`config.mk`:
```
export PLATFORM = sky130hd
export DESIGN_NAME = dram_access_refresh_controller
export DESIGN_NICKNAME = d
export VERILOG_FILES = /design/src/dram_ctrl_pkg.sv /design/src/dram_access_refresh_controller.sv /design/src/precharge_counter.sv
export SDC_FILE = /design/constraint.sdc
export NUM_CORES = 1
export LEC_CHECK = 0
export BUFFER_PORTS_ARGS = -buffer_cell sky130_fd_sc_hd__buf_2
export CORE_MARGIN = 4
export CORE_UTILIZATION = 54
export DETAILED_ROUTE_END_ITERATION = 10
export GPL_TIMING_DRIVEN = 0
export PLACE_DENSITY = 0.87
export SLEW_MARGIN = 20
export SYNTH_ARGS = -nofsm -noshare
export SYNTH_HDL_FRONTEND = slang
export SYNTH_SLANG_ARGS = --single-unit
```
`constraint.sdc`:
```
create_clock -name i_mclk -period 2.5 [get_ports i_mclk]
set_clock_uncertainty 0.1 [all_clocks]
set_input_delay 0.5 -clock i_mclk [delete_from_list [all_inputs] [get_ports i_mclk]]
set_output_delay 0.5 -clock i_mclk [all_outputs]
set_load 0.01 [all_outputs]
```
`src/dram_ctrl_pkg.sv`:
```
// package: constants, enums and carrier structs of the dram access and refresh controller
package dram_ctrl_pkg;

    // ************************************************************
    // clock and timing
    // ************************************************************
    localparam int unsigned CLK_MHZ           = 100;
    localparam int unsigned INIT_PERIOD_MS    = 60;
    localparam int unsigned INIT_CYCLES       = INIT_PERIOD_MS * 1000 * CLK_MHZ;
    localparam int unsigned REFRESH_INTERVAL  = 1560;
    localparam int unsigned RAS_LOW_CYCLES    = 6;
    localparam int unsigned PRECHARGE_CYCLES  = 5;
    localparam int unsigned CAS_DELAY_CYCLES  = 2;

    // ************************************************************
    // widths
    // ************************************************************
    localparam int unsigned ADDR_W   = 11;
    localparam int unsigned BANKS    = 4;
    localparam int unsigned PCNT_W   = 4;

    // ************************************************************
    // configuration word layout, row inputs and bank selects during loading
    // ************************************************************
    localparam int unsigned CFG_ACCESS_MODE_BIT = 0;
    localparam int unsigned CFG_WAIT_ACK_BIT    = 1;
    localparam int unsigned CFG_FALL_THRU_BIT   = 2;
    localparam int unsigned CFG_AUTO_REF_BIT    = 3;
    localparam int unsigned CFG_EXT_REF_BIT     = 4;
    localparam int unsigned CFG_REQACK_REF_BIT  = 5;
    localparam int unsigned CFG_REF_TYPE_LSB    = 6;
    localparam int unsigned CFG_BANK_CFG_LSB    = 8;

    // reset value of the configuration: mode 0, wait form, latched, auto refresh
    localparam logic [9:0] CFG_RESET = 10'h040;

    typedef enum logic [1:0] { BANKCFG_ONE, BANKCFG_TWO, BANKCFG_FOUR, BANKCFG_FOUR_ALT } bank_cfg_t;
    typedef enum logic [1:0] { REF_CONVENTIONAL, REF_PHASED, REF_SCRUB, REF_SCRUB_ALT } ref_type_t;

    // decoded configuration
    typedef struct packed {
        logic      access_mode1;
        logic      ack_form;
        logic      fall_through;
        logic      auto_ref;
        logic      ext_ref;
        logic      reqack_ref;
        ref_type_t ref_type;
        bank_cfg_t bank_cfg;
    } cfg_t;

    // latched host address
    typedef struct packed {
        logic [1:0]        bank;
        logic [ADDR_W-1:0] row;
        logic [ADDR_W-1:0] col;
    } haddr_t;

endpackage

```
`src/dram_access_refresh_controller.sv`:
```
// top: dram access and refresh controller with host wait support
`timescale 1ns/1ns
// Operation
// - first programming starts 60 ms self refresh
// - only first load after reset initialises
// - config word loaded on address inputs
// - mode 0 synchronous, mode 1 asynchronous RAS
// - auto, external burst, request/acknowledge refresh
// - conventional, phased or scrubbing refresh type, one at a time
// - wait output form chosen at programming
// - wait forms mode independent, extended externally
// - address latched, or passed when fall-through
// - column step increments latched column
// - one, two, four banks; byte CAS
// - separate precharge counter per bank
// - refresh clock and on-chip arbitration
// - waits guarantee RAS low and precharge
// - wait states inserted whenever needed
// - dual-port arbitration among ports, refresh
// - bank selects choose RAS/CAS groups
module dram_access_refresh_controller
    import dram_ctrl_pkg::*;
#(
    parameter int unsigned INIT_COUNT    = INIT_CYCLES,
    parameter int unsigned REFRESH_COUNT = REFRESH_INTERVAL
) (
    // clock and reset
    input  wire logic              i_mclk,
    input  wire logic              i_srst,
    // host address and programming
    input  wire logic [ADDR_W-1:0] i_row_addr,
    input  wire logic [ADDR_W-1:0] i_col_addr,
    input  wire logic              i_bank_select_lo,
    input  wire logic              i_bank_select_hi,
    input  wire logic              i_config_load_strobe_n,
    input  wire logic              i_chip_select_n,
    // host access ports a and b
    input  wire logic              i_access_req_a,
    input  wire logic              i_access_req_b,
    input  wire logic              i_column_step_in,
    input  wire logic [3:0]        i_cas_enable_in_n,
    input  wire logic              i_wait_extend_in,
    // refresh control
    input  wire logic              i_ext_refresh_req,
    input  wire logic              i_refresh_req_in,
    output logic                   o_refresh_ack,
    // host wait outputs
    output logic                   o_transfer_ack_out,
    output logic                   o_wait_n,
    output logic                   o_grant_b,
    // dram side
    output logic [ADDR_W-1:0]      o_dram_addr,
    output logic [BANKS-1:0]       o_ras_n,
    output logic [BANKS-1:0]       o_cas_n,
    // status
    output logic                   o_programmed,
    output logic                   o_init_busy
);

    // ************************************************************
    // input synchronisers
    // ************************************************************
    localparam int unsigned NSYNC = 2 * ADDR_W + 10;
    logic [NSYNC-1:0] sync1_q;
    logic [NSYNC-1:0] sync2_q;

    // two flops on every pin before any logic reads it
    always_ff @(posedge i_mclk) begin
        if (i_srst) begin
            sync1_q <= '0;
            sync2_q <= '0;
        end else begin
            sync1_q <= {i_row_addr, i_col_addr, i_bank_select_hi, i_bank_select_lo,
                        ~i_config_load_strobe_n, ~i_chip_select_n, i_access_req_a, i_access_req_b,
                        i_column_step_in, i_wait_extend_in, i_ext_refresh_req, i_refresh_req_in};
            sync2_q <= sync1_q;
        end
    end

    logic [ADDR_W-1:0] row_s;
    logic [ADDR_W-1:0] col_s;
    logic [1:0]        bank_s;
    logic              load_s;
    logic              cs_s;
    logic              req_a_s;
    logic              req_b_s;
    logic              step_s;
    logic              wext_s;
    logic              extref_s;
    logic              refreq_s;
    logic [3:0]        cas_enable_in_n_s;

    assign {row_s, col_s, bank_s, load_s, cs_s, req_a_s, req_b_s,
            step_s, wext_s, extref_s, refreq_s} = sync2_q;

    // byte enables pass two flops like the other inputs before they gate cas
    logic [3:0] ecas1_q;
    logic [3:0] ecas2_q;
    always_ff @(posedge i_mclk) begin
        if (i_srst) begin
            ecas1_q <= 4'hF;
            ecas2_q <= 4'hF;
        end else begin
            ecas1_q <= i_cas_enable_in_n;
            ecas2_q <= ecas1_q;
        end
    end
    assign cas_enable_in_n_s = ecas2_q;

    // ************************************************************
    // decoding functions
    // ************************************************************
    // configuration word sits on rows and bank selects
    function automatic cfg_t decode_cfg(input logic [ADDR_W-1:0] row, input logic [1:0] bank);
        cfg_t c;
        c.access_mode1 = row[CFG_ACCESS_MODE_BIT];
        c.ack_form     = row[CFG_WAIT_ACK_BIT];
        c.fall_through = row[CFG_FALL_THRU_BIT];
        c.auto_ref     = row[CFG_AUTO_REF_BIT];
        c.ext_ref      = row[CFG_EXT_REF_BIT];
        c.reqack_ref   = row[CFG_REQACK_REF_BIT];
        c.ref_type     = ref_type_t'(row[CFG_REF_TYPE_LSB +: 2]);
        c.bank_cfg     = bank_cfg_t'(bank);
        return c;
    endfunction

    // which ras/cas group a bank address selects under a bank configuration
    function automatic logic [BANKS-1:0] bank_group(input bank_cfg_t bc, input logic [1:0] b);
        logic [BANKS-1:0] g;
        g = '0;
        case (bc)
            BANKCFG_ONE:  g = 4'hF;
            BANKCFG_TWO:  g = b[0] ? 4'hC : 4'h3;
            default:      g = 4'(1) << b;
        endcase
        return g;
    endfunction

    // ************************************************************
    // configuration and initialisation
    // ************************************************************
    cfg_t cfg_q;
    logic programmed_q;
    logic init_busy_q;
    logic [$clog2(INIT_CYCLES+1)-1:0] init_cnt_q;
    logic load_q;

    // load on the falling edge of the strobe; chip select has no effect
    wire load_rise = load_s & ~load_q;

    always_ff @(posedge i_mclk) begin
        if (i_srst) begin
            cfg_q        <= cfg_t'(CFG_RESET);
            programmed_q <= 1'b0;
            load_q       <= 1'b0;
        end else begin
            load_q <= load_s;
            if (load_rise) begin
                cfg_q        <= decode_cfg(row_s, bank_s);
                programmed_q <= 1'b1;
            end
        end
    end

    // init period starts only on the first load after reset
    always_ff @(posedge i_mclk) begin
        if (i_srst) begin
            init_busy_q <= 1'b0;
            init_cnt_q  <= '0;
        end else if (load_rise && !programmed_q) begin
            init_busy_q <= 1'b1;
            init_cnt_q  <= ($bits(init_cnt_q))'(INIT_COUNT - 1);
        end else if (init_busy_q) begin
            if (init_cnt_q == '0) begin
                init_busy_q <= 1'b0;
            end else begin
                init_cnt_q <= init_cnt_q - 1'b1;
            end
        end
    end

    // ************************************************************
    // refresh request clock
    // ************************************************************
    logic [$clog2(REFRESH_INTERVAL+1)-1:0] ref_tick_q;
    logic ref_pend_q;
    logic ref_start;
    logic refreq_q;
    wire  ref_tick = (ref_tick_q == '0);

    always_ff @(posedge i_mclk) begin
        if (i_srst || !programmed_q) begin
            ref_tick_q <= ($bits(ref_tick_q))'(REFRESH_COUNT - 1);
        end else if (ref_tick) begin
            ref_tick_q <= ($bits(ref_tick_q))'(REFRESH_COUNT - 1);
        end else begin
            ref_tick_q <= ref_tick_q - 1'b1;
        end
    end

    // pending refresh; a new request beats the clearing start
    always_ff @(posedge i_mclk) begin
        if (i_srst) begin
            ref_pend_q <= 1'b0;
            refreq_q   <= 1'b0;
        end else begin
            refreq_q <= refreq_s;
            if ((ref_tick && (cfg_q.auto_ref || init_busy_q))
                || (cfg_q.reqack_ref && refreq_s && !refreq_q)) begin
                ref_pend_q <= 1'b1;
            end else if (ref_start) begin
                ref_pend_q <= 1'b0;
            end
        end
    end

    // ************************************************************
    // arbiter and cycle sequencer
    // ************************************************************
    typedef enum logic [2:0] { S_IDLE, S_ROW, S_COL, S_HOLD, S_REF } state_t;
    state_t state_q;
    logic [3:0] tcnt_q;
    logic [BANKS-1:0] ras_sel_q;
    logic [BANKS-1:0] prech_busy;
    logic [BANKS-1:0] prech_start;
    logic port_b_q;
    logic [1:0] phase_q;
    haddr_t addr_q;
    logic [ADDR_W-1:0] ref_row_q;
    logic step_q;

    wire ext_ref  = cfg_q.ext_ref && extref_s;
    wire want_ref = (ref_pend_q || ext_ref) && programmed_q;
    wire host_req = programmed_q && !init_busy_q && (req_a_s || req_b_s);
    wire [BANKS-1:0] req_grp = bank_group(cfg_q.bank_cfg, bank_s);
    wire req_ready = (req_grp & prech_busy) == '0;
    wire ref_ready = prech_busy == '0;

    // refresh wins contention, then port a, then port b
    assign ref_start = (state_q == S_IDLE) && want_ref && ref_ready;
    wire acc_start = (state_q == S_IDLE) && !want_ref && host_req && req_ready;
    wire cur_req   = port_b_q ? req_b_s : req_a_s;

    always_ff @(posedge i_mclk) begin
        if (i_srst) begin
            state_q   <= S_IDLE;
            tcnt_q    <= '0;
            ras_sel_q <= '0;
            port_b_q  <= 1'b0;
            phase_q   <= '0;
        end else begin
            case (state_q)
                S_IDLE: begin
                    if (ref_start) begin
                        state_q <= S_REF;
                        tcnt_q  <= 4'(RAS_LOW_CYCLES - 1);
                        phase_q <= phase_q + 2'd1;
                        // phased refresh strobes one bank per cycle type slot
                        ras_sel_q <= (cfg_q.ref_type == REF_PHASED) ? (4'(1) << phase_q) : 4'hF;
                    end else if (acc_start) begin
                        state_q   <= S_ROW;
                        port_b_q  <= !req_a_s;
                        ras_sel_q <= req_grp;
                        // mode 1 launches the row strobe at once, mode 0 waits a clock
                        tcnt_q    <= cfg_q.access_mode1 ? 4'(0) : 4'(1);
                    end
                end
                S_ROW: begin
                    if (tcnt_q == '0) begin
                        state_q <= S_COL;
                        tcnt_q  <= 4'(CAS_DELAY_CYCLES - 1);
                    end else begin
                        tcnt_q <= tcnt_q - 4'd1;
                    end
                end
                S_COL: begin
                    if (tcnt_q == '0) begin
                        state_q <= S_HOLD;
                    end else begin
                        tcnt_q <= tcnt_q - 4'd1;
                    end
                end
                S_HOLD: begin
                    if (!cur_req) begin
                        state_q   <= S_IDLE;
                        ras_sel_q <= '0;
                    end
                end
                S_REF: begin
                    if (tcnt_q == '0 && !ext_ref) begin
                        state_q   <= S_IDLE;
                        ras_sel_q <= '0;
                    end else if (tcnt_q != '0) begin
                        tcnt_q <= tcnt_q - 4'd1;
                    end
                end
                default: state_q <= S_IDLE;
            endcase
        end
    end

    // ************************************************************
    // per-bank precharge counters
    // ************************************************************
    wire ending = ((state_q == S_HOLD) && !cur_req) ||
                  ((state_q == S_REF) && tcnt_q == '0 && !ext_ref);
    assign prech_start = ending ? ras_sel_q : '0;

    genvar gi;
    generate
        for (gi = 0; gi < BANKS; gi++) begin : g_prech
            precharge_counter #(
                .CYCLES (PRECHARGE_CYCLES)
            ) u_prech (
                .i_mclk  (i_mclk),
                .i_srst  (i_srst),
                .i_start (prech_start[gi]),
                .o_busy  (prech_busy[gi])
            );
        end
    endgenerate

    // ************************************************************
    // address latch, column step and refresh row
    // ************************************************************
    always_ff @(posedge i_mclk) begin
        if (i_srst) begin
            addr_q <= '0;
            step_q <= 1'b0;
        end else begin
            step_q <= step_s;
            if (acc_start) begin
                addr_q <= '{bank: bank_s, row: row_s, col: col_s};
            end else if (step_s && !step_q && state_q != S_IDLE) begin
                addr_q.col <= addr_q.col + 1'b1;
            end
        end
    end

    // refresh row advances as each refresh starts
    always_ff @(posedge i_mclk) begin
        if (i_srst) begin
            ref_row_q <= '0;
        end else if (ref_start) begin
            ref_row_q <= ref_row_q + 1'b1;
        end
    end

    // fall-through passes the live column; column steps need the latch
    wire [ADDR_W-1:0] col_use = cfg_q.fall_through ? col_s : addr_q.col;
    wire [ADDR_W-1:0] row_use = cfg_q.fall_through ? row_s : addr_q.row;

    // ************************************************************
    // dram drivers
    // ************************************************************
    wire cas_phase = (state_q == S_HOLD);
    always_ff @(posedge i_mclk) begin
        if (i_srst) begin
            o_dram_addr <= '0;
            o_ras_n     <= 4'hF;
            o_cas_n     <= 4'hF;
        end else begin
            o_ras_n <= (state_q == S_ROW && tcnt_q != '0) ? 4'hF : ~ras_sel_q;
            if (state_q == S_REF) begin
                o_dram_addr <= ref_row_q;
                // scrubbing refresh also reads a column to correct the word
                o_cas_n <= (cfg_q.ref_type[1]) ? ~ras_sel_q : 4'hF;
            end else begin
                o_dram_addr <= (state_q == S_COL || cas_phase) ? col_use : row_use;
                o_cas_n     <= cas_phase ? ~(ras_sel_q & ~cas_enable_in_n_s) : 4'hF;
            end
        end
    end

    // ************************************************************
    // host wait, acknowledge and status
    // ************************************************************
    // ready only once the column phase is reached and the host is not extending
    wire ready = cas_phase && !wext_s;
    always_ff @(posedge i_mclk) begin
        if (i_srst) begin
            o_transfer_ack_out <= 1'b0;
            o_wait_n           <= 1'b1;
            o_refresh_ack      <= 1'b0;
            o_grant_b          <= 1'b0;
        end else begin
            o_transfer_ack_out <= cfg_q.ack_form & ready & !port_b_q;
            o_wait_n           <= cfg_q.ack_form | ready | !req_a_s | port_b_q;
            o_refresh_ack      <= (state_q == S_REF) && cfg_q.reqack_ref;
            o_grant_b          <= port_b_q && state_q != S_IDLE;
        end
    end

    assign o_programmed = programmed_q;
    assign o_init_busy  = init_busy_q;

endmodule // dram_access_refresh_controller

```
`src/precharge_counter.sv`:
```
// one bank's precharge down counter
`timescale 1ns/1ns
module precharge_counter
    import dram_ctrl_pkg::*;
#(
    parameter int unsigned CYCLES = PRECHARGE_CYCLES
) (
    // clock and reset
    input  wire logic i_mclk,
    input  wire logic i_srst,
    // control
    input  wire logic i_start,
    output logic      o_busy
);

    logic [PCNT_W-1:0] cnt_q;

    // ************************************************************
    // count
    // ************************************************************
    // reloads on start, a clock before the bank's row strobe rises, runs down to zero
    always_ff @(posedge i_mclk) begin
        if (i_srst) begin
            cnt_q <= '0;
        end else if (i_start) begin
            cnt_q <= PCNT_W'(CYCLES);
        end else if (cnt_q != '0) begin
            cnt_q <= cnt_q - PCNT_W'(1);
        end
    end

    assign o_busy = (cnt_q != '0);

endmodule // precharge_counter

```
## Word level (Yosys, flattened, before mapping)

Index checks and enable logic that the tools add are counted.

| storage, ports and cells | value |
|---|---|
| register bits after elaboration | 208 |
| input port bits | 38 |
| output and inout bits | 25 |
| word-level logic and storage cells | 213 |

| cells by class | value |
|---|---|
| add/subtract/negate cells | 10 |
| equal/unequal tests | 15 |
| shifts and indexed selects | 2 |
| multiplexer cells | 50 |
| bitwise gates (word level) | 16 |
| reduce and logical (&&, ||, !) cells | 76 |

Operators by type and width:

| kind | count |
|---|---|
| 23-bit 2-to-1 mux | 3 |
| 11-bit 2-to-1 mux | 6 |
| 4-bit 2-to-1 mux | 16 |
| 3-bit 2-to-1 mux | 14 |
| 4-bit nonzero test | 6 |
| 1-bit logical AND | 23 |
| 23-bit zero test | 1 |
| 23-bit by 1-bit subtractor with 23-bit output, second input constant | 1 |
| 11-bit by 1-bit adder with 11-bit output, second input constant | 2 |
| 4-bit by 1-bit subtractor with 4-bit output, second input constant | 5 |
| 2-bit != test, second input constant | 8 |
| 4-bit case mux with 4 select lines | 1 |
| 3-bit case mux with 5 select lines | 1 |
| 2-bit nonzero test | 7 |
| 2-bit OR reduction | 7 |
| 4-bit zero test | 3 |
| 4-bit NOT | 3 |
| 4-bit case mux with 3 select lines | 1 |
| 11-bit zero test | 1 |
| 11-bit by 1-bit subtractor with 11-bit output, second input constant | 1 |
| 1-bit zero test | 10 |
| 5-bit AND reduction | 2 |
| 4-bit bitwise AND | 2 |
| 4-bit case mux with 2 select lines | 1 |
| other kinds (18) | 44 |

## Longest topological paths before layout

Gate-level depths: netlist of the first run.

| depth | value |
|---|---|
| depth after elaboration | 10 |
| gate-level depth with buffers | 10 |
| mapped depth without buffers | 8 |

## Cells and area by module

Synthesis of the first run repeated with hierarchy kept, for this count alone.

| unflattened totals | value |
|---|---|
| cells, all modules | 877 |
| area total of the unflattened synthesis | 8195.4 µm² |

By module, submodules not included:

| module | instances | cells each | area each (µm²) | seq. area each (µm²) |
|---|---|---|---|---|
| dram_access_refresh_controller | 1 | 793 | 7444.6 | 3803.6 |
| precharge_counter | 4 | 21 | 187.7 | 80.1 |

## Worst setup path before layout of the first run

No wires, ideal clock.

| timing path | value |
|---|---|
| kind | flip-flop to flip-flop |
| start point | reg g_prech[1].u_prech.cnt_q[0] |
| end point | reg ras_sel_q[1] |
| library setup time | 133 ps |
| arrival time | 2114 ps |
| data required time | 2267 ps |
| slack | 152 ps |
| stages on the path, launching flop included | 9 |
| buffers on the path | 1 |
| period minus slack after synthesis | 2348 ps |
| cells stage by stage | dfxtp_1 -> inv_1 -> ha_1 -> nor3b_1 -> nand2_1 -> or3_1 -> clkbuf_1 -> o311ai_0 -> mux2i_1 |

| between the ends | value |
|---|---|
| longest elaborated chain between the ends | 6 |
| elaborated cells on any way between the ends | 10 |
| those cells by class | 1 x eq/ne; 2 x mux; 1 x bitwise; 6 x reduce/logical |

RTL lines:

| what | RTL line | text |
|---|---|---|
| from (decl) | precharge_counter.sv:16 | `logic [PCNT_W-1:0] cnt_q;` |
| from (signal assigned) | precharge_counter.sv:26 | `cnt_q <= PCNT_W'(CYCLES);` |
| from (signal assigned) | precharge_counter.sv:28 | `cnt_q <= cnt_q - PCNT_W'(1);` |
| 4-bit nonzero test * | precharge_counter.sv:32 | `assign o_busy = (cnt_q != '0);` |
| 4-bit bitwise AND | dram_access_refresh_controller.sv:236 | `wire req_ready = (req_grp & prech_busy) == '0;` |
| 4-bit zero test | dram_access_refresh_controller.sv:236 |  |
| 1-bit logical AND | dram_access_refresh_controller.sv:241 | `wire acc_start = (state_q == S_IDLE) && !want_ref && host_req && req_ready;` |
| 3-bit != test (no line) | - |  |
| 4-bit AND reduction (no line) | - |  |
| to (signal assigned) | dram_access_refresh_controller.sv:259 | `ras_sel_q <= (cfg_q.ref_type == REF_PHASED) ? (4'(1) << phase_q) : 4'hF;` |
| to (signal assigned) | dram_access_refresh_controller.sv:263 | `ras_sel_q <= req_grp;` |
| to (decl) | dram_access_refresh_controller.sv:223 | `logic [BANKS-1:0] ras_sel_q;` |

Every way passes the cells marked *; elsewhere a longest branch is shown, timed or not.
A chain may end at the register's enable or synchronous reset.

## Worst setup path after layout of the first run

| timing path | value |
|---|---|
| start point | reg g_prech[3].u_prech.cnt_q[1] |
| end point | reg state_q[1] |

| between the ends | value |
|---|---|
| longest elaborated chain between the ends | 6 |
| elaborated cells on any way between the ends | 10 |
| those cells by class | 1 x eq/ne; 2 x mux; 1 x bitwise; 6 x reduce/logical |

RTL lines:

| what | RTL line | text |
|---|---|---|
| from (decl) | precharge_counter.sv:16 |  |
| from (signal assigned) | precharge_counter.sv:26 |  |
| from (signal assigned) | precharge_counter.sv:28 |  |
| 4-bit nonzero test * | precharge_counter.sv:32 |  |
| 4-bit bitwise AND | dram_access_refresh_controller.sv:236 |  |
| 4-bit zero test | dram_access_refresh_controller.sv:236 |  |
| 1-bit logical AND | dram_access_refresh_controller.sv:241 |  |
| 3-bit != test (no line) | - |  |
| 5-bit AND reduction (no line) | - |  |
| to (signal assigned) | dram_access_refresh_controller.sv:246 | `state_q <= S_IDLE;` |
| to (signal assigned) | dram_access_refresh_controller.sv:255 | `state_q <= S_REF;` |
| to (signal assigned) | dram_access_refresh_controller.sv:261 | `state_q <= S_ROW;` |
| to (decl) | dram_access_refresh_controller.sv:221 | `state_t state_q;` |

Marked as above.

==> results of run 1 <==
## power groups by stage
stage / clock network (mW) / logic (mW) / registers [mW]
3_3_place_gp: 0 / 1.57 / 3.74
3_5_place_dp: 0 / 1.62 / 3.75
6_report: 3.73 / 1.94 / 3.71
2_1_floorplan: 0 / 1.31 / 3.71
5_1_grt: 3.87 / 2.13 / 3.73
4_1_cts: 3.76 / 1.75 / 3.69
## flip-flops by register name, summed over array words and instances, names as in the netlist, 2 cells and up
| name | cells |
|---|---|
| addr_q | 22 |
| cas_enable_in_n_s | 4 |
| cfg_q | 10 |
| ecas1_q | 4 |
| g_prech.u_prech.cnt_q | 16 |
| init_cnt_q | 23 |
| o_cas_n | 4 |
| o_dram_addr | 11 |
| o_ras_n | 4 |
| phase_q | 2 |
| ras_sel_q | 4 |
| ref_row_q | 11 |
| ref_tick_q | 11 |
| state_q | 3 |
| sync1_q | 31 |
| sync2_q | 31 |
| tcnt_q | 4 |
## synth_stat cells, types with 10 or more instances
master / number / area [um^2]
nand2_1: 131 / 491.7
a21oi_1: 84 / 420.4
nand3_1: 15 / 75.07
dfxtp_1: 206 / 4124
nor3_1: 23 / 115.1
or2_2: 10 / 62.56
mux4_2: 11 / 247.7
clkbuf_1: 32 / 120.1
or3_1: 12 / 75.07
nand4_1: 12 / 75.07
nand2b_1: 15 / 93.84
inv_1: 22 / 82.58
xor2_1: 28 / 245.2
nor2_1: 57 / 214.0
nor2b_1: 67 / 419.2
o21ai_0: 10 / 50.05
xnor2_1: 18 / 157.7
ha_1: 15 / 187.7
## routing by layer
metal / part of all wire [%] / track usage, %
met5: 0 / 0
met4: 4.1 / 8.110
met3: 6.5 / 3.861
met2: 49 / 36.87
met1: 41 / 24.08
## final cells by class
| cell class | instances | share of cell area [%] |
|---|---|---|
| inverter | 22 | 0.8452 |
| timing repair buffer | 67 | 3.624 |
| multi-input combinational | 619 | 40.48 |
| tap | 184 | 2.356 |
| buffer | 40 | 1.908 |
| clock buffer | 24 | 5.699 |
| sequential | 206 | 42.21 |
| clock inverter | 14 | 2.881 |
## kinds of logic after synthesis
kind of cell               count (synthesis)  synth area share [%]
AOI/OAI and AO/OA                        137                 10.08
xor gates and xnor gates                  46                 4.905
adders and majority gates                 15                 2.285
buffers and inverters                     62                 3.092
DFF                                      206                 50.21
muxes                                     22                 4.448
and+or+nand+nor                          399                 24.98
## what timing repair did
item	4_1_cts	5_1_grt
setup buffers	2	4
gates resized for setup	16	19
setup endpoints to repair	24	51
pin swaps	3	5
## how the worst min path moves through the flow
stage                      startpoint       endpoint
6_report       i_config_load_strobe_n     sync1_q[7]
5_1_grt        i_config_load_strobe_n     sync1_q[7]
4_1_cts        i_config_load_strobe_n     sync1_q[7]
3_5_place_dp            ref_tick_q[0]  ref_tick_q[0]
3_3_place_gp            ref_tick_q[0]  ref_tick_q[0]
2_1_floorplan           ref_tick_q[0]  ref_tick_q[0]
## critical path, delay by kind of cell, from the launching register on
| kind | cells | cell delay, ns |
|---|---|---|
| flops | 1 | 0.33 |
| simple gates | 2 | 0.87 |
| fa+ha+maj | 1 | 0.15 |
| buf+inv | 2 | 0.24 |
| compound gates | 4 | 0.68 |
## per-stage QoR
| stage | area [um^2] | setup WS (ns) | setup TNS [ns] |
|---|---|---|---|
| after floorplan | 8214 | 0.1525 | 0 |
| after global placement | 8750 | -0.3945 | -3.107 |
| after detailed placement | 8750 | -0.3924 | -3.500 |
| after CTS | 9674 | -0.008362 | -0.008362 |
| after global routing | 9771 | -0.08035 | -0.2879 |
| final | 9771 | 0.06945 | 0 |
==> qor.csv, run 1 <==
stage,metric,value,unit
outcome,status,"finished, final reports clean",
placement,cell count after placement,1132,
critical_path,WS Path Type,flop to flop,
cts,clock-pin slew on the worst setup and hold paths,0.07,ns
cts,CTS root buf,clkbuf_16,
sta,RSZ-0062 raised after global routing,yes,
synthesis,number of synthesized flops with an enable pin,0,
critical_path,Critical Path Slowest Stage Cell,or3b_2,
critical_path,required time worst endpoint,2.82,ns
worst_hold_path,Hold Path Cell Cnt,2,
sta,final slew viol count,0,
placement,Port-buffer cells,61,
power,maximum vdd ir drop,0.0005847,V
layout,"leading cell type in the layout, fill and taps excluded",dfxtp_1,
sta,hold_ws,0.07178,ns
layout,fillers,1052,
sta,Final period util,97.22,%
floorplanning,Rows,44,
run,Max-Cap Viols,0,
synthesis,Yosys reg bits,206,
synthesis,Main synth FF type,dfxtp_1,
floorplanning,I/O pin total,63,
sta,Final min period,2.431,ns
layout,register area,0.004124,mm^2
sta,Final setup violation count,0,
power,NetSw,2.559,mW
global_routing,vias in the first global route,6305,
power,switching share of power,27.31,%
cts,H-tree depth,1,
layout,Final Util,66.47,%
power,Cell Pwr Density,959.3,mW/mm^2
global_routing,global-route usage over all layers,20.44,%
synthesis,Syn. warnings,0,
layout,"commonest non-fill, non-tap cells in the layout","dfxtp_1 (206), nand2_1 (130), a21oi_1 (83)",
layout,share of layout cells above drive strength 1,17.04,%
floorplanning,Die X,131.3,um
synthesis,post-synthesis cell count,887,
global_routing,first-pass GRT wire length,29.69,mm
floorplanning,Starting Density,55.88,%
global_routing,total congestion overflow,0,
drt,routed length per instance,15.72,um
power,Int Power,6.814,mW
critical_path,R2R Setup Slk,0.07,ns
drt,Routed Wire Length,18.48,mm
critical_path,Crit. Startpoint,g_prech[3].u_prech.cnt_q[1],
critical_path,R2R Path Start,g_prech[3].u_prech.cnt_q[1],
critical_path,crit path max fanout,10,
critical_path,CP arrival,2.75,ns
global_routing,largest net degree at the start of global routing,17,
cts,cts hold-fix bufs,0,
drt,Via density,5.622,
layout,Final #Nets,1030,
placement,gp weighted congestion,0.8836,
drt,remaining routing DRC violations,0,
power,Clk network pwr share,39.8,%
layout,Layout area overhead,18.95,%
power,Comb power frac,20.6,%
layout,n_diodes,0,
critical_path,critical-path cell list,"inv_2, ha_4, or3b_2, o211ai_1, o2111a_2, a21oi_1, buf_6, or4_1, a31oi_1",
critical_path,Crit. End Element,flop,
power,total power,9.373,mW
sta,Worst slew margin,56.62,%
layout,area of the multi-input gates,0.003955,mm^2
sta,FMAX,411.4,MHz
drt,DR iter-0 viols,484,
cts,clk sink count,206,
power,P_leak,3.653,nW
synthesis,post-synth cell types,58,
sta,final hold viol count,0,
placement,Final HPWL DP,12.58,mm
cts,Worst-Skew Late Latency,0.49,ns
synthesis,syn nets,940,
drt,"antenna viol nets, final",0,
layout,Post-Layout Cell Count,1176,
synthesis,sequential area share after synthesis,50.21,%
sta,Worst-Margin Slew,0.6493,ns
cts,CTS Buf Count,21,
critical_path,FF-to-FF path depth,9,
critical_path,RR Endpoint,state_q[1],
cts,CTS tree,built,
floorplanning,Placeable Area,0.01470,mm^2
synthesis,"FFs w/ async S/R, synth",0,%
critical_path,max incr delay on CP,0.48,ns
drt,Via Count,6612,
drt,DRT Pass-1 Iters,7,
cts,clk buf depth,3,
floorplanning,Die Height,131.3,um
worst_hold_path,HP Class,input pin to flop,
floorplanning,full die area,0.01725,mm^2
critical_path,crit path capture,state_q[1],
synthesis,syn_area_per_cell,9.261,um^2
critical_path,startpoint types,flop,
synthesis,Post-Syn Area,0.008214,mm^2
global_routing,antenna violations before repair,0,
power,sequential share of power,39.6,%
Power figures use the tool's default switching activity.
==> run 2, diff against run 1 <==
Settings changed: SYNTH_HIERARCHICAL from default to 1.
==> qor.csv, run 2 <==
stage,metric,value,unit,change
outcome,status,"finished, violations left",,
outcome,failing checks,setup timing,,
global_routing,GR Util met1,25.39,%,+1.3 points
critical_path,FF-to-FF path depth,7,,-2
cts,clock-pin slew on the worst setup and hold paths,0.06,ns,about the same
power,Comb power frac,19.0,%,-1.6 points
cts,CTS tree,built,,
critical_path,required time worst endpoint,2.76,ns,-0.06 ns
global_routing,antenna violations before repair,0,,unchanged
cts,clk buf depth,3,,unchanged
synthesis,"FFs w/ async S/R, synth",0,%,unchanged
sta,Final period util,102.7,%,+5.4 points
sta,FMAX,389.6,MHz,-5.3%
critical_path,CP arrival,2.83,ns,+0.08 ns
synthesis,synth cell count leaders,"dfxtp_1 (206), nand2_1 (116), a21oi_1 (82)",,
drt,Via Count,6757,,+2.2%
synthesis,post-synthesis cell count,877,,-1.1%
worst_hold_path,HP Start,i_config_load_strobe_n,,
drt,Routed Wire Length,19.38,mm,+4.9%
critical_path,WS Path Type,flop to flop,,
power,switching share of power,26.44,%,-0.87 points
floorplanning,Rows,44,,unchanged
synthesis,number of synthesized flops with an enable pin,0,,unchanged
power,Clk network pwr share,38.2,%,-1.6 points
critical_path,R2R Setup Slk,-0.07,ns,-0.14 ns
placement,Final HPWL DP,12.05,mm,-4.2%
sta,Worst slew margin,48.94,%,-7.7 points
power,Cell Pwr Density,881.4,mW/mm^2,-8.1%
power,P_leak,3.678,nW,+0.69%
power,sequential share of power,42.8,%,+3.2 points
power,Int Power,6.364,mW,-6.6%
layout,Final #Nets,1035,,+0.49%
floorplanning,Die Height,131.2,um,-0.11%
placement,gp weighted congestion,0.9498,,+7.5%
global_routing,GR peak layer,met2,,
cts,cts hold-fix bufs,0,,unchanged
layout,share of layout cells above drive strength 1,20.38,%,+3.3 points
synthesis,Main synth FF type,dfxtp_1,,
power,total power,8.651,mW,-7.7%
floorplanning,full die area,0.01721,mm^2,-0.21%
sta,final slew viol count,0,,unchanged
synthesis,cell with the most instances after synthesis,dfxtp_1,,
synthesis,sequential area share after synthesis,50.32,%,+0.11 points
synthesis,post-synth cell types,63,,+8.6%
drt,remaining routing DRC violations,0,,unchanged
synthesis,syn_area_per_cell,9.345,um^2,+0.91%
sta,Worst-Margin Slew,0.7552,ns,+0.1059 ns
layout,n_diodes,0,,unchanged
worst_hold_path,HP Class,input pin to flop,,
cts,CTS root buf,clkbuf_16,,
synthesis,Yosys reg bits,206,,unchanged
synthesis,Post-Syn Area,0.008195,mm^2,-0.23%
power,NetSw,2.287,mW,-11%
critical_path,crit path max fanout,10,,unchanged
cts,H-tree depth,1,,unchanged
layout,area of the multi-input gates,0.003921,mm^2,-0.85%
synthesis,"top cells by area, synth","dfxtp_1 (50%), nor2b_1 (5.6%), nand2_1 (5.3%)",,
synthesis,post-synth top area cell,dfxtp_1,,
floorplanning,I/O pin total,63,,unchanged
layout,fillers,1007,,-4.3%
cts,CTS Buf Count,21,,unchanged
drt,Via density,5.726,,+1.8%
sta,fin worst setup slack,-0.06646,ns,-0.1359 ns
synthesis,syn nets,930,,-1.1%
critical_path,Crit. End Element,flop,,
global_routing,first-pass GRT wire length,30.25,mm,+1.9%
power,maximum vdd ir drop,0.0005453,V,-6.7%
layout,register area,0.004131,mm^2,+0.18%
sta,final hold viol count,0,,unchanged
floorplanning,Die X,131.2,um,-0.11%
sta,RSZ-0062 raised after global routing,yes,,
global_routing,met2 usage,35.83,%,-1.0 points
worst_hold_path,worst hold endpoint,sync1_q[7],,
layout,Largest regs,"sync1_q (31), sync2_q (31), init_cnt_q (23)",,
sta,setup_tns,-0.1166,ns,-0.1166 ns
critical_path,startpoint types,flop,,
layout,Layout area overhead,19.77,%,
floorplanning,Placeable Area,0.01470,mm^2,unchanged
global_routing,total congestion overflow,0,,unchanged
synthesis,Synth top area share,50.32,%,+0.11 points
layout,"leading cell type in the layout, fill and taps excluded",dfxtp_1,,
placement,Port-buffer cells,61,,unchanged
global_routing,Global Route met3 Usage,3.249,%,-0.61 points
cts,clk sink count,206,,unchanged
global_routing,vias in the first global route,6356,,+0.81%
run,Max-Cap Viols,0,,unchanged
worst_hold_path,Hold Path Cell Cnt,2,,unchanged
sta,Final min period,2.566,ns,+0.1359 ns
drt,DRT Pass-1 Iters,5,,-2
cts,Worst-Skew Late Latency,0.49,ns,about the same
synthesis,Syn. warnings,6,,+6
global_routing,largest net degree at the start of global routing,18,,+1
global_routing,global-route usage over all layers,20.74,%,+0.30 points
floorplanning,Starting Density,55.75,%,-0.13 points
drt,DR iter-0 viols,645,,+33%
drt,routed length per instance,16.42,um,+4.5%
layout,"commonest non-fill, non-tap cells in the layout","dfxtp_1 (200), nand2_1 (115), a21oi_1 (81)",,
sta,Final setup violation count,3,,+3
critical_path,RR Endpoint,addr_q[6],,
drt,"antenna viol nets, final",0,,unchanged
critical_path,R2R Path Start,g_prech[1].u_prech/cnt_q[0],,
[run 2: changes by cell type after synthesis, sizes merged, moves of 6 or more]
cell   delta
nand2    -15
xnor2    +14
xor2     -14
o21ai    +11
nand4     -8
nor2b     +7
nand3     -6
[run 2: cells by family (layout without fill, tap and decap cells)]
kind of cell	count (synthesis)	after routing	share of synthesized area, %
multiplexers	28	28	5.206
buffers and inverters	67	186	3.313
AO/OA/AOI/OAI	141	141	10.67
AND/OR/NAND/NOR	374	374	23.28
XOR/XNOR	46	46	4.916
flip-flops	206	206	50.32
adder cells (fa/ha/maj)	15	15	2.290
[run 2: how the worst max path moves through the flow]
stage / endpoint / slack, ns / startpoint / depth (start not counted)
6_report: addr_q[6] / -0.07 / g_prech[1].u_prech/cnt_q[0] / 7
5_1_grt: addr_q[6] / -0.10 / g_prech[1].u_prech/cnt_q[0] / 9
4_1_cts: ref_row_q[5] / -0.05 / g_prech[2].u_prech/cnt_q[1] / 9
3_5_place_dp: ref_row_q[5] / -0.38 / g_prech[0].u_prech/cnt_q[0] / 9
3_3_place_gp: ref_row_q[9] / -0.35 / g_prech[1].u_prech/cnt_q[0] / 9
2_1_floorplan: tcnt_q[1] / 0.01 / g_prech[3].u_prech/cnt_q[0] / 11
[run 2: metrics by stage]
step	hold WS, ns	area [um^2]	utilization, %	setup slack, ns	instances
2_1_floorplan	0.2669	8199	-	0.01177	877
3_3_place_gp	0.2856	8735	59.42	-0.3533	1122
3_5_place_dp	0.2852	8735	59.42	-0.3841	1122
4_1_cts	0.06310	9654	65.68	-0.04793	1170
5_1_grt	0.06786	9816	66.78	-0.1028	1180
6_report	0.06732	9816	66.78	-0.06646	1180
[run 2: cell type report]
cell class / count / area share (%)
plain buffers: 38 / 1.899
well taps: 184 / 2.345
flip-flops and latches: 206 / 42.09
inverters: 25 / 0.9560
clock buffers: 24 / 5.672
repair buffers: 86 / 5.239
clock inverters: 13 / 1.848
multi-input cells: 604 / 39.95
[run 2: power by group through the flow]
stage	clock [mW]	sequential, mW	combinational (mW)
final	3.30	3.70	1.64
after global routing	3.48	3.73	1.78
after CTS	3.33	3.68	1.42
after detailed placement	0	3.74	1.20
after global placement	0	3.73	1.15
after floorplan	0	3.71	0.952
[run 2: worst max-delay path, stage by stage, from the launching register on]
cell and delay (ns):
dfxtp_2 0.33, inv_1 0.08, ha_4 0.14, or3b_4 0.44
o211ai_1 0.47, nand2_2 0.24, clkbuf_2 0.28, a211oi_1 0.35
[run 2: routing by layer]
| layer | up-vias | part of all wire (%) |
|---|---|---|
| met2 | 361 | 48 |
| li1 | 3187 | - |
| met5 | - | 0 |
| met4 | 0 | 5.3 |
| met3 | 104 | 7.7 |
| met1 | 3105 | 39 |
[run 2: what timing repair did]
item,4_1_cts,5_1_grt
gates cloned,0,1
pin swaps,12,13
setup endpoints to repair,47,60
hold endpoints to repair,0,0
resized for setup,29,25
buffers inserted,13,11
==> run 3, diff against run 2 <==
Settings changed: GPL_TIMING_DRIVEN 0 to default.
==> qor.csv, run 3 (synthesis gave the netlist of run 2 again) <==
stage,metric,value,unit,change
drt,"antenna viol nets, final",0,,unchanged
power,P_leak,3.777,nW,+2.7%
layout,Layout area overhead,20.89,%,
layout,Final Util,67.40,%,+0.62 points
layout,Largest regs,"sync1_q (31), sync2_q (31), init_cnt_q (23)",,
layout,n_diodes,0,,unchanged
drt,Via density,5.543,,-3.2%
critical_path,required time worst endpoint,2.82,ns,+0.06 ns
sta,Final setup violation count,9,,+6
floorplanning,Die X,131.2,um,unchanged
cts,CTS Buf Count,21,,unchanged
worst_hold_path,HP Start,i_config_load_strobe_n,,
drt,Routed Wire Length,17.84,mm,-8.0%
placement,cell count after placement,1133,,+0.98%
layout,Final #Nets,1032,,-0.29%
drt,DR iter-0 viols,643,,-0.31%
cts,clk buf depth,3,,unchanged
critical_path,CP arrival,2.87,ns,+0.04 ns
sta,final hold viol count,0,,unchanged
placement,gp weighted congestion,0.8839,,-6.9%
floorplanning,I/O pin total,63,,unchanged
critical_path,crit path max fanout,7,,-3
sta,final slew viol count,0,,unchanged
outcome,failing checks,setup timing,,
drt,routed length per instance,15.16,um,-7.7%
cts,clk sink count,206,,unchanged
critical_path,R2R Path Start,g_prech[2].u_prech/cnt_q[0],,
placement,DP Worst Slack,-0.1878,ns,+0.1964 ns
cts,cts hold-fix bufs,0,,unchanged
run,Max-Cap Viols,0,,unchanged
worst_hold_path,HP Class,input pin to flop,,
layout,"leading cell type in the layout, fill and taps excluded",dfxtp_1,,
sta,FMAX,391.8,MHz,+0.54%
floorplanning,Die Height,131.2,um,unchanged
global_routing,antenna violations before repair,0,,unchanged
outcome,status,"finished, violations left",,
cts,H-tree depth,1,,unchanged
cts,CTS tree,built,,
sta,fin worst setup slack,-0.05261,ns,+0.01385 ns
sta,Worst-Margin Slew,0.7203,ns,-0.03490 ns
floorplanning,Rows,44,,unchanged
global_routing,global-route usage over all layers,19.11,%,-1.6 points
global_routing,vias in the first global route,6180,,-2.8%
layout,share of layout cells above drive strength 1,22.46,%,+2.1 points
critical_path,WS Path Type,flop to flop,,
placement,Port-buffer cells,61,,unchanged
drt,remaining routing DRC violations,0,,unchanged
layout,"commonest non-fill, non-tap cells in the layout","dfxtp_1 (201), nand2_1 (115), a21oi_1 (80)",,
sta,setup_tns,-0.2785,ns,-0.1619 ns
sta,Worst slew margin,51.98,%,+3.0 points
floorplanning,full die area,0.01721,mm^2,unchanged
floorplanning,Placeable Area,0.01470,mm^2,unchanged
power,total power,8.642,mW,-0.10%
placement,Final HPWL DP,11.49,mm,-4.7%
critical_path,startpoint types,flop,,
power,maximum vdd ir drop,0.0007678,V,+41%
drt,DRT Pass-1 Iters,6,,+1
critical_path,Crit. Startpoint,g_prech[2].u_prech/cnt_q[0],,
floorplanning,Starting Density,55.75,%,unchanged
cts,CTS root buf,clkbuf_16,,
critical_path,Crit. End Element,flop,,
cts,Worst-Skew Late Latency,0.49,ns,about the same
global_routing,total congestion overflow,0,,unchanged
sta,RSZ-0062 raised after global routing,yes,,
worst_hold_path,Hold Path Cell Cnt,2,,unchanged
sta,Final period util,102.1,%,-0.55 points
cts,clock-pin slew on the worst setup and hold paths,0.06,ns,about the same
global_routing,largest net degree at the start of global routing,77,,+59
critical_path,FF-to-FF path depth,9,,+2
drt,Via Count,6524,,-3.4%
sta,Final min period,2.553,ns,-0.01385 ns
layout,Post-Layout Cell Count,1177,,-0.25%
global_routing,first-pass GRT wire length,28.33,mm,-6.3%
power,Cell Pwr Density,872.3,mW/mm^2,-1.0%
[run 3: changes by cell type in the layout (fill, tap and decap cells not counted), moves of 3 or more]
cell,change
inv_2,-3
clkbuf_1,-23
buf_4,+29
buf_1,-5
inv_1,+3
buf_2,-4
[run 3: worst paths after layout]
kind	endpoint	slack [ns]
worst max-delay path	ref_row_q[5]	-0.05
worst min register to register	cas_enable_in_n_s[1]	0.31
worst max register to register	ref_row_q[5]	-0.05
worst min-delay path	sync1_q[7]	0.06
[run 3: metrics by stage]
| stage | hold WS, ns | area [um^2] |
|---|---|---|
| after floorplan | 0.2669 | 8199 |
| after global placement | 0.2910 | 8966 |
| after detailed placement | 0.2909 | 8966 |
| after CTS | 0.05126 | 9773 |
| after global routing | 0.05255 | 9907 |
| final | 0.05613 | 9907 |
[run 3: critical path, cell delays in order, from the launching register on]
cell	delay, ns
dfxtp_2	0.32
inv_2	0.06
ha_4	0.13
or3b_4	0.40
nor4_4	0.30
buf_4	0.16
o2111a_2	0.28
nand4_1	0.22
or3_1	0.37
a21oi_1	0.14
[run 3: what timing repair did]
item / CTS / global route
cloned: 0 / 3
pin swaps: 7 / 11
resized for setup: 23 / 20
endpoints found under the setup margin: 19 / 40
setup buffers: 2 / 2
hold endpoints to repair: 0 / 0
[run 3: final cells by class]
cell class | instances | area [um^2]
Clock buffer | 22 | 529.3
Timing Repair Buffer | 121 | 833.3
Clock inverter | 15 | 190.2
Multi-Input combinational cell | 604 | 3900
Fill cell | 1018 | 4792
Inverter | 25 | 93.84
Tap cell | 184 | 230.2
Sequential cell | 206 | 4130
[run 3: routing by layer]
metal / wire length, um / vias to the layer above / GRT usage (%)
met3: 1100 / 78 / 3.326
li1: - / 3171 / -
met1: 7144 / 3022 / 23.19
met5: 0 / - / 0
met2: 8824 / 253 / 33.53
met4: 768 / 0 / 8.226
[run 3: power by group]
| part | switching, mW | leakage (nW) | internal [mW] |
|---|---|---|---|
| Combinational | 0.839 | 1.74 | 0.906 |
| Clock | 1.26 | 0.349 | 1.96 |
| Sequential | 0.156 | 1.68 | 3.52 |
| Total | 2.25 | 3.78 | 6.39 |
